$ cat config.mk
export PLATFORM = sky130hd
export DESIGN_NAME = blockage_diag_param_bank
export DESIGN_NICKNAME = d
export VERILOG_FILES = /design/src/blockage_diag_pkg.sv /design/src/blockage_diag_param_bank.sv
export VERILOG_INCLUDE_DIRS = /design/src
export SDC_FILE = /design/constraint.sdc
export NUM_CORES = 1
export LEC_CHECK = 0
export ABC_CLOCK_PERIOD_IN_PS = 10400
export BUFFER_PORTS_ARGS = -buffer_cell sky130_fd_sc_hd__buf_2
export CORE_AREA = 2 2 263 265
export DETAILED_ROUTE_END_ITERATION = 8
export DIE_AREA = 0 0 265 267
export MAX_ROUTING_LAYER = met4
export PLACE_DENSITY = 0.62
export SYNTH_ARGS = -nofsm -noshare
export SYNTH_HDL_FRONTEND = slang
export SYNTH_SLANG_ARGS = --single-unit
$ cat constraint.sdc
create_clock -name clk_i -period 10.4 [get_ports clk_i]
set_input_delay 0.52 -clock clk_i [delete_from_list [all_inputs] [get_ports clk_i]]
set_output_delay 0.52 -clock clk_i [all_outputs]
set_load 0.01 [all_outputs]
$ cat src/blockage_diag_defs.svh
`ifndef BLOCKAGE_DIAG_DEFS_SVH
`define BLOCKAGE_DIAG_DEFS_SVH

// ***************************************************************
// Register indices (byte address is four times the index)
// ***************************************************************
`define IDX_DIAG_MODE_SELECT     12'h0812
`define IDX_ACQUISITION_PERIOD   12'h0813
`define IDX_ALERT_PRIORITY       12'h0814
`define IDX_DIAG_RESULT_FLAGS    12'h0815
`define IDX_HIGH_SIDE_ALERT      12'h0816
`define IDX_LOW_SIDE_ALERT       12'h0817
`define IDX_ALARM_LINK_MASK      12'h0818
`define IDX_COMP_SELECT          12'h0819
`define IDX_HIT_LIMIT            12'h081a
`define IDX_BLOCK_MODE           12'h081b
`define IDX_DIAG_STATUS          12'h081c
`define IDX_REF_CAPTURE_TIME     12'h081d
`define IDX_DP_RATIO             12'h081e

// ***************************************************************
// Reset values
// ***************************************************************
`define RST_ACQUISITION_PERIOD   16'h00b4
`define RST_ALERT_PRIORITY       8'h01
`define RST_ALARM_LINK_MASK      16'h08fc
`define RST_HIT_LIMIT            8'h03
`define PERIOD_MIN               16'h0014

// ***************************************************************
// Result flag word layout
// ***************************************************************
`define FLG_DETECT_LSB           2
`define FLG_DETECT_MSB           7
`define FLG_INVALID_LSB          8
`define FLG_INVALID_MSB          11
`define FLG_OUT_OF_RANGE         12
`define FLG_FLANGE_LOW           13
`define FLG_FLANGE_HIGH          14
`define MASK_UNCERTAIN_LINK      15
`define HIGH_SIDE_SOURCES        16'h1bd4
`define LOW_SIDE_SOURCES         16'h1dac

// ***************************************************************
// Timing
// ***************************************************************
`define CLK_FREQ_HZ              40000000
`define SECOND_TICK_S            1
`define REF_SAMPLE_S             180

`endif

$ cat src/blockage_diag_pkg.sv
package blockage_diag_pkg;

   // ***************************************************************
   // Types
   // ***************************************************************
   // Gray along stop -> run -> reference
   typedef enum logic [1:0] {
      ST_STOP = 2'b00,
      ST_RUN  = 2'b01,
      ST_REF  = 2'b11
   } diag_fsm_e;

   typedef enum logic [1:0] {
      BLK_OOS  = 2'b00,
      BLK_MAN  = 2'b01,
      BLK_AUTO = 2'b10
   } blk_mode_e;

   typedef enum logic [1:0] {
      WR_OOS  = 2'b00,
      WR_MAN  = 2'b01,
      WR_AUTO = 2'b10
   } wr_class_e;

   typedef struct packed {
      logic            wb_ack;
      logic [31:0]     wb_dat;
      diag_fsm_e       fsm;
      blk_mode_e       blk_mode;
      logic [15:0]     period;
      logic [7:0]      priority_val;
      logic [15:0]     flags;
      logic [15:0]     mask;
      logic            comp_sel;
      logic [7:0]      hit_limit;
      logic [31:0]     sec_cnt;
      logic [31:0]     uptime;
      logic [15:0]     phase_cnt;
      logic [5:0][7:0] hit_cnt;
      logic [31:0]     ref_time;
      logic            wr_reject;
      logic [15:0]     dp_ratio;
      logic [15:0]     high_alert;
      logic [15:0]     low_alert;
      logic            linked;
      logic            uncertain;
      logic            period_end;
      logic            ref_capture;
      logic            run_flag;
      logic            high_any;
      logic            low_any;
   } bank_state_s;

endpackage : blockage_diag_pkg

$ cat src/blockage_diag_param_bank.sv
// Function
// - Mode codes 0 stop, 1 run, 2 reference
// - Reference done stores values, mode goes to 1
// - Mode 1 runs detection and raises alarms
// - Period in seconds, 20 to 65535, default 180
// - Period, priority, mask writable only in stop
// - Write classes follow block operating mode; every register except block mode uses WR_AUTO, allowed in all modes
// - Flag bits 2 to 7 report blocking results
// - Bits 8-11 invalid refs, 12-14 range, temperature
// - Mask bit 15 makes outputs uncertain on abnormality
// - Mask bits link flags to alert, default 0x08FC
// - High-side alert from its listed conditions
// - Low-side alert from its listed conditions
// - One alert priority for both, default 1
// - Compensated ratio uses average pressure correction
// - Plain ratio uses fluctuation ratio only
// - Reference ends after 180 s, time recorded
// - Blockage needs consecutive hits, default three
// - Compensation select 0 compensated, 1 plain
`timescale 1ns/1ps
`include "blockage_diag_defs.svh"

module blockage_diag_param_bank #(
   parameter int CYC_PER_SEC = `CLK_FREQ_HZ * `SECOND_TICK_S,
   parameter int REF_SECONDS = `REF_SAMPLE_S
) (
   input  wire logic        clk_i,
   input  wire logic        rst_i,
   input  wire logic        wb_cyc_i,
   input  wire logic        wb_stb_i,
   input  wire logic        wb_we_i,
   input  wire logic [13:0] wb_adr_i,
   input  wire logic [3:0]  wb_sel_i,
   input  wire logic [31:0] wb_dat_i,
   output logic      [31:0] wb_dat_o,
   output logic             wb_ack_o,
   input  wire logic [5:0]  det_hit_i,
   input  wire logic [3:0]  ref_invalid_i,
   input  wire logic        out_of_range_i,
   input  wire logic        flange_temp_low_i,
   input  wire logic        flange_temp_high_i,
   input  wire logic [15:0] plain_dp_ratio_i,
   input  wire logic [15:0] dp_avg_ratio_i,
   output logic      [15:0] dp_ratio_o,
   output logic             period_end_o,
   output logic             ref_capture_o,
   output logic             detect_run_o,
   output logic             high_alert_o,
   output logic             low_alert_o,
   output logic      [7:0]  alert_priority_o,
   output logic             linked_alarm_o,
   output logic             output_uncertain_o
);

   // ***************************************************************
   // Helper functions
   // ***************************************************************

   // Byte-lane merge for 16-bit registers
   function automatic logic [15:0] merge16(input logic [15:0] old_v,
                                           input logic [31:0] dat,
                                           input logic [3:0]  sel);
      logic [15:0] r;
      r = old_v;
      if (sel[0]) begin
         r[7:0] = dat[7:0];
      end
      if (sel[1]) begin
         r[15:8] = dat[15:8];
      end
      return r;
   endfunction : merge16

   // Write permission by class and block mode
   function automatic logic wr_allowed(input blockage_diag_pkg::wr_class_e cls,
                                       input blockage_diag_pkg::blk_mode_e mode);
      logic ok;
      case (cls)
         blockage_diag_pkg::WR_OOS: begin
            ok = (mode == blockage_diag_pkg::BLK_OOS);
         end
         blockage_diag_pkg::WR_MAN: begin
            ok = (mode != blockage_diag_pkg::BLK_AUTO);
         end
         default: begin
            ok = 1'b1;
         end
      endcase
      return ok;
   endfunction : wr_allowed

   // Mode selector value as software sees it
   function automatic logic [7:0] mode_code(input blockage_diag_pkg::diag_fsm_e s);
      logic [7:0] c;
      case (s)
         blockage_diag_pkg::ST_RUN: begin
            c = 8'h01;
         end
         blockage_diag_pkg::ST_REF: begin
            c = 8'h02;
         end
         default: begin
            c = 8'h00;
         end
      endcase
      return c;
   endfunction : mode_code

   // ***************************************************************
   // State
   // ***************************************************************
   blockage_diag_pkg::bank_state_s q_ff;
   blockage_diag_pkg::bank_state_s nxt_q;

   // ***************************************************************
   // Next-state logic
   // ***************************************************************
   always_comb begin
      logic        req;
      logic        tick;
      logic        gate_ok;
      logic [11:0] idx;
      logic [31:0] rdat;
      logic [31:0] prod;
      logic [15:0] cratio;
      logic [15:0] wr16;
      logic [15:0] phase_inc;

      req       = wb_cyc_i & wb_stb_i & ~q_ff.wb_ack;
      tick      = 1'b0;
      gate_ok   = 1'b0;
      idx       = wb_adr_i[13:2];
      rdat      = 32'h0000_0000;
      prod      = 32'h0000_0000;
      cratio    = 16'h0000;
      wr16      = 16'h0000;
      phase_inc = q_ff.phase_cnt + 16'h0001;
      nxt_q     = q_ff;

      nxt_q.wb_ack      = 1'b0;
      nxt_q.period_end  = 1'b0;
      nxt_q.ref_capture = 1'b0;

      // One-second prescaler; long count is a parameter for simulation
      if (q_ff.sec_cnt >= 32'(CYC_PER_SEC - 1)) begin
         nxt_q.sec_cnt = 32'h0000_0000;
         nxt_q.uptime  = q_ff.uptime + 32'h0000_0001;
         tick          = 1'b1;
      end else begin
         nxt_q.sec_cnt = q_ff.sec_cnt + 32'h0000_0001;
      end

      // Diagnosis sequencing
      case (q_ff.fsm)
         blockage_diag_pkg::ST_STOP: begin
            // Stopped: no detection, stale detection and range flags dropped, invalid-reference bits kept
            nxt_q.phase_cnt = 16'h0000;
            nxt_q.hit_cnt   = '0;
            nxt_q.flags[`FLG_DETECT_MSB:`FLG_DETECT_LSB] = 6'h00;
            nxt_q.flags[`FLG_FLANGE_HIGH:`FLG_OUT_OF_RANGE] = 3'h0;
         end

         blockage_diag_pkg::ST_RUN: begin
            // Range and temperature conditions follow the inputs
            nxt_q.flags[`FLG_OUT_OF_RANGE] = out_of_range_i;
            nxt_q.flags[`FLG_FLANGE_LOW]   = flange_temp_low_i;
            nxt_q.flags[`FLG_FLANGE_HIGH]  = flange_temp_high_i;
            if (tick) begin
               if (phase_inc >= q_ff.period) begin
                  // Period boundary: judge each condition
                  nxt_q.phase_cnt  = 16'h0000;
                  nxt_q.period_end = 1'b1;
                  for (int k = 0; k < 6; k++) begin
                     if (det_hit_i[k]) begin
                        if (q_ff.hit_cnt[k] != 8'hff) begin
                           nxt_q.hit_cnt[k] = q_ff.hit_cnt[k] + 8'h01;
                        end
                     end else begin
                        nxt_q.hit_cnt[k] = 8'h00;
                     end
                     // Zero limit treated as one hit
                     nxt_q.flags[`FLG_DETECT_LSB + k] =
                        (nxt_q.hit_cnt[k] >= q_ff.hit_limit) &&
                        (nxt_q.hit_cnt[k] != 8'h00);
                  end
               end else begin
                  nxt_q.phase_cnt = phase_inc;
               end
            end
         end

         blockage_diag_pkg::ST_REF: begin
            // Sampling runs on whole seconds until the fixed span
            if (tick) begin
               if (phase_inc >= 16'(REF_SECONDS)) begin
                  nxt_q.phase_cnt   = 16'h0000;
                  nxt_q.ref_capture = 1'b1;
                  nxt_q.ref_time    = q_ff.uptime;
                  nxt_q.flags[`FLG_INVALID_MSB:`FLG_INVALID_LSB] = ref_invalid_i;
                  nxt_q.fsm         = blockage_diag_pkg::ST_RUN;
               end else begin
                  nxt_q.phase_cnt = phase_inc;
               end
            end
         end

         default: begin
            nxt_q.fsm = blockage_diag_pkg::ST_STOP;
         end
      endcase

      // Differential ratio, compensated product saturates
      prod = plain_dp_ratio_i * dp_avg_ratio_i;
      if (prod[31:24] != 8'h00) begin
         cratio = 16'hffff;
      end else begin
         cratio = prod[23:8];
      end
      nxt_q.dp_ratio = q_ff.comp_sel ? plain_dp_ratio_i : cratio;

      // Read mux, answers zero on unmapped indices
      case (idx)
         `IDX_DIAG_MODE_SELECT:   rdat = {24'h00_0000, mode_code(q_ff.fsm)};
         `IDX_ACQUISITION_PERIOD: rdat = {16'h0000, q_ff.period};
         `IDX_ALERT_PRIORITY:     rdat = {24'h00_0000, q_ff.priority_val};
         `IDX_DIAG_RESULT_FLAGS:  rdat = {16'h0000, q_ff.flags};
         `IDX_HIGH_SIDE_ALERT:    rdat = {16'h0000, q_ff.high_alert};
         `IDX_LOW_SIDE_ALERT:     rdat = {16'h0000, q_ff.low_alert};
         `IDX_ALARM_LINK_MASK:    rdat = {16'h0000, q_ff.mask};
         `IDX_COMP_SELECT:        rdat = {31'h0000_0000, q_ff.comp_sel};
         `IDX_HIT_LIMIT:          rdat = {24'h00_0000, q_ff.hit_limit};
         `IDX_BLOCK_MODE:         rdat = {30'h0000_0000, q_ff.blk_mode};
         `IDX_DIAG_STATUS:        rdat = {29'h0000_0000, q_ff.wr_reject,
                                          q_ff.fsm == blockage_diag_pkg::ST_REF,
                                          q_ff.fsm == blockage_diag_pkg::ST_RUN};
         `IDX_REF_CAPTURE_TIME:   rdat = q_ff.ref_time;
         `IDX_DP_RATIO:           rdat = {16'h0000, q_ff.dp_ratio};
         default:                 rdat = 32'h0000_0000;
      endcase

      // Bus access: one registered ack per request
      if (req) begin
         nxt_q.wb_ack = 1'b1;
         nxt_q.wb_dat = wb_we_i ? 32'h0000_0000 : rdat;
         gate_ok = (q_ff.fsm == blockage_diag_pkg::ST_STOP) &&
                   wr_allowed(blockage_diag_pkg::WR_AUTO, q_ff.blk_mode);

         if (wb_we_i && wb_sel_i[0]) begin
            // Host write wins over the automatic reference hand-off
            case (idx)
               `IDX_DIAG_MODE_SELECT: begin
                  if (!wr_allowed(blockage_diag_pkg::WR_AUTO, q_ff.blk_mode) ||
                      wb_dat_i[7:0] > 8'h02) begin
                     nxt_q.wr_reject = 1'b1;
                  end else begin
                     nxt_q.wr_reject = 1'b0;
                     nxt_q.phase_cnt = 16'h0000;
                     case (wb_dat_i[1:0])
                        2'b01:   nxt_q.fsm = blockage_diag_pkg::ST_RUN;
                        2'b10:   nxt_q.fsm = blockage_diag_pkg::ST_REF;
                        default: nxt_q.fsm = blockage_diag_pkg::ST_STOP;
                     endcase
                  end
               end

               `IDX_ACQUISITION_PERIOD: begin
                  wr16 = merge16(q_ff.period, wb_dat_i, wb_sel_i);
                  if (gate_ok && wr16 >= `PERIOD_MIN) begin
                     nxt_q.period    = wr16;
                     nxt_q.wr_reject = 1'b0;
                  end else begin
                     nxt_q.wr_reject = 1'b1;
                  end
               end

               `IDX_ALERT_PRIORITY: begin
                  if (gate_ok) begin
                     nxt_q.priority_val = wb_dat_i[7:0];
                     nxt_q.wr_reject    = 1'b0;
                  end else begin
                     nxt_q.wr_reject = 1'b1;
                  end
               end

               `IDX_ALARM_LINK_MASK: begin
                  if (gate_ok) begin
                     nxt_q.mask      = merge16(q_ff.mask, wb_dat_i, wb_sel_i);
                     nxt_q.wr_reject = 1'b0;
                  end else begin
                     nxt_q.wr_reject = 1'b1;
                  end
               end

               `IDX_COMP_SELECT: begin
                  if (wr_allowed(blockage_diag_pkg::WR_AUTO, q_ff.blk_mode)) begin
                     nxt_q.comp_sel  = wb_dat_i[0];
                     nxt_q.wr_reject = 1'b0;
                  end
               end

               `IDX_HIT_LIMIT: begin
                  if (gate_ok) begin
                     nxt_q.hit_limit = wb_dat_i[7:0];
                     nxt_q.wr_reject = 1'b0;
                  end else begin
                     nxt_q.wr_reject = 1'b1;
                  end
               end

               `IDX_BLOCK_MODE: begin
                  if (wb_dat_i[1:0] != 2'b11) begin
                     nxt_q.blk_mode  = blockage_diag_pkg::blk_mode_e'(wb_dat_i[1:0]);
                     nxt_q.wr_reject = 1'b0;
                  end else begin
                     nxt_q.wr_reject = 1'b1;
                  end
               end

               default: begin
                  // Result and summary words are not host writable
                  nxt_q.wr_reject = q_ff.wr_reject;
               end
            endcase
         end
      end

      // Summaries and links derived from the new flag word
      nxt_q.high_alert = nxt_q.flags & `HIGH_SIDE_SOURCES;
      nxt_q.low_alert  = nxt_q.flags & `LOW_SIDE_SOURCES;
      nxt_q.linked     = |(nxt_q.flags[14:0] & nxt_q.mask[14:0]);
      nxt_q.run_flag   = (nxt_q.fsm == blockage_diag_pkg::ST_RUN);
      nxt_q.high_any   = |nxt_q.high_alert;
      nxt_q.low_any    = |nxt_q.low_alert;
      nxt_q.uncertain  = nxt_q.mask[`MASK_UNCERTAIN_LINK] &
                         (|nxt_q.flags[14:0]);
   end

   // ***************************************************************
   // State register
   // ***************************************************************
   // Synchronous reset to factory defaults
   always_ff @(posedge clk_i) begin
      if (rst_i) begin
         q_ff              <= '0;
         q_ff.fsm          <= blockage_diag_pkg::ST_STOP;
         q_ff.blk_mode     <= blockage_diag_pkg::BLK_AUTO;
         q_ff.period       <= `RST_ACQUISITION_PERIOD;
         q_ff.priority_val <= `RST_ALERT_PRIORITY;
         q_ff.mask         <= `RST_ALARM_LINK_MASK;
         q_ff.hit_limit    <= `RST_HIT_LIMIT;
      end else begin
         q_ff <= nxt_q;
      end
   end

   // ***************************************************************
   // Outputs, all straight from the state register
   // ***************************************************************
   assign wb_dat_o           = q_ff.wb_dat;
   assign wb_ack_o           = q_ff.wb_ack;
   assign dp_ratio_o         = q_ff.dp_ratio;
   assign period_end_o       = q_ff.period_end;
   assign ref_capture_o      = q_ff.ref_capture;
   assign detect_run_o       = q_ff.run_flag;
   assign high_alert_o       = q_ff.high_any;
   assign low_alert_o        = q_ff.low_any;
   assign alert_priority_o   = q_ff.priority_val;
   assign linked_alarm_o     = q_ff.linked;
   assign output_uncertain_o = q_ff.uncertain;

endmodule : blockage_diag_param_bank

==> results_dict.tcl <==
set metrics [dict create \
    status "finished with violations" \
    violations "design-rule violations" \
    worstPathRequired_ps 10820 \
    htreeDepth 2 \
    worstSetupPathType "in2reg" \
    initial_core_util 0.347 \
    regToRegEndpoint "linked_alarm_o" \
    p_switching_mw 2.32 \
    drt_iter0_markers 1737 \
    gr-total-overflow 0 \
    io_buffers 143 \
    clock_latency_ps 550 \
    async_flop_share 0 \
    drv_cap 0 \
    ant_nets 0 \
    worstSetupEndpoint "dp_ratio_o[5]" \
    p_int_mw 3.08 \
    drcViolationCount 3 \
    dieArea_mm2 0.0708 \
    setup_viol 0 \
    finalMaxSlewViolations 0 \
    fin_cells 3766 \
    syn2layout_area_growth_pct 9.25 \
    synth_adder_area_share 0.259 \
    period_minus_slack_ps 6420 \
    timing.final.crit_share 0.618 \
    cts.sinks 283 \
    ys_types 86 \
    r2r_slack_ps 4960 \
    r2r_start "q_ff[136]" \
    antenna_found_initial 13 \
    globalplace.congestion 0.925 \
    p_leak_nw 11.2 \
    crit_fanout 16 \
    p_clk_frac 0.215 \
    synth_edf_count 0 \
    finalHoldViolCount 0 \
    route.vias.total 19900 \
    cts_setup_buffers 0 \
    setup.worst_path.start "dp_avg_ratio_i[9]" \
    power_density_mw_per_mm2 210 \
    root_buffer "clkbuf_16" \
    pwr-share-seq 0.209 \
    grt_pass1_wl_um 106000 \
    max_freq_ghz 0.156 \
    drive_gt1_frac 0.0901 \
    grt_max_degree 91 \
    hold_class "in2reg" \
    ff2ff_path_depth 17 \
    fp-row-count 96 \
    seq_area_frac_synth 0.240 \
    grt_setup_unrepaired "no" \
    yosys-top-cells-area "dfxtp_1 (24%), fa_1 (16%), ha_1 (9.5%)" \
    comb_power_share 0.576 \
    dp_cells 3697 \
    arrival_ps 6840 \
    grt_pass1_vias 19200 \
    cts_resized 0 \
    cts-buffers-inserted 35 \
    first_pass_iters 9 \
    die-height_um 267 \
    layout_common_cells "nand2_1 (338), inv_1 (311), dfxtp_1 (283), nor2_1 (238), fa_1 (193)" \
    cts_buffer_depth 3 \
    totalWireLength_um 66800 \
    layout_commonest_cell "nand2_1" \
    synthCells 2842 \
    io_pins 164 \
    synth_area_mm2 0.0236 \
    synthMuxAreaShare 0.0212 \
    grt.total_usage 0.194 \
    netSwitchingFraction 0.430 \
    cts_tree "yes" \
    yosys.area.top_type "dfxtp_1" \
    fin_setup_tns_ps 0 \
    synth_flop_cell "dfxtp_1" \
    hold_buffers 0 \
    dp_hpwl_um 49300 \
    nNetsFinal 3323 \
    synth_compound_area_frac 0.136 \
    p_total_mw 5.40 \
    worstMarginPinSlew_ps 1130 \
    worstSetupEndpointType "register" \
    n_fill_cell 6995 \
    core_area_mm2 0.0680 \
    multi_input_area_mm2 0.0158 \
    synth.avg_cell_area_um2 8.29 \
    synth_top_family_by_area "adder cells" \
    cts.clk_slew.worst_paths_ps 60 \
    vdd_drop_max_mv 0.309 \
    avgViaCountPerCell 5.27 \
    slew_headroom 0.240 \
    synth_top_area_share 0.240 \
    synth_simple_gate_area_share 0.219 \
    post_drt_wl_per_cell_um 17.7 \
    ys_warn_count 0 \
    cp-start-kind "input pin" \
    final-seq-area_mm2 0.00567 \
    ys_ff_latch 283 \
    clock_skew_ps 26.3 \
    synth_xor_area_frac 0.0342 \
    die-width_um 265 \
]
## through the flow
stage               area [um2]  hold slack, ps  setup WS [ps]   util
floorplan                23600             426           3590      -
global placement         24600             439           3400  0.362
detailed placement       24600             449           3380  0.362
CTS                      25700             247           3930  0.378
global route             25700             272           3640  0.379
finish                   25700             265           3980  0.379
## cell families (layout without fill, tap and decap cells)
kind of cell,after synthesis,count (layout)
and+or+nand+nor,1057,1057
buffers and inverters,504,532
AOI/OAI and AO/OA,485,485
adders and majority gates,371,371
DFF,283,283
xor gates and xnor gates,92,92
muxes,49,49
other,1,15
## power by group through the flow
stage	Combinational, mW	Sequential, mW	Clock (mW)
after detailed placement	3.13	1.15	0
after CTS	3.15	1.13	1.19
final	3.11	1.13	1.16
after floorplan	2.44	1.13	0
after global routing	3.62	1.13	1.24
after global placement	3.11	1.15	0
## registers in the layout (all words and copies together) (netlist names)
signal / count
low_alert_o: 1
q_ff: 219
wb_dat_o: 32
high_alert_o: 1
detect_run_o: 1
alert_priority_o: 8
period_end_o: 1
output_uncertain_o: 1
wb_ack_o: 1
ref_capture_o: 1
linked_alarm_o: 1
dp_ratio_o: 16
## area by class of cell
class | instances | share of cell area
multi-input combinational | 2060 | 0.615
sequential | 283 | 0.220
inverter | 311 | 0.0454
tap | 882 | 0.0429
clock buffer | 49 | 0.0384
timing repair buffer | 161 | 0.0333
clock inverter | 11 | 0.00394
antenna | 9 | 0.000875
## worst min-delay path by stage
stage                            start         to  slack [ps]  cells past startpoint
after floorplan              q_ff[184]  q_ff[184]         430                      1
after global placement       q_ff[226]  q_ff[226]         440                      2
after detailed placement     q_ff[225]  q_ff[225]         450                      2
after CTS                 wb_dat_i[15]  q_ff[280]         250                      3
after global routing      wb_dat_i[10]  q_ff[275]         270                      3
final                     wb_dat_i[11]  q_ff[276]         260                      3
## cell usage after synthesis (all sizes together) (44+ instances only)
cell type  instances
a21oi            191
and2             157
buf               73
clkbuf           120
dfxtp            283
fa               193
ha               178
inv              311
mux2i             44
nand2            338
nand3             94
nor2             238
nor3              44
o21ai             59
xnor2             45
xor2              47
## layer usage
metal,up-vias,track usage,wire (um)
li1,9535,-,-
met1,9606,0.256,30200
met2,599,0.298,29300
met3,111,0.0428,5220
met4,0,0.0602,2040
met5,-,-,0
## worst max-delay path, stage by stage
cell and delay (ps):
buf_2 360, nand2_1 140, fa_1 550, inv_1 50, fa_1 500, inv_1 50
fa_1 470, inv_1 50, fa_1 500, fa_1 550, inv_1 50, fa_1 520
inv_1 40, ha_1 320, a21o_1 260, a31o_2 260, o311ai_1 230, a21oi_1 100
a211o_1 300, a21oi_1 180, mux2i_1 250, nor4b_2 70, buf_4 200, a221oi_1 290
Note: power is estimated with default switching activity, not from simulation.
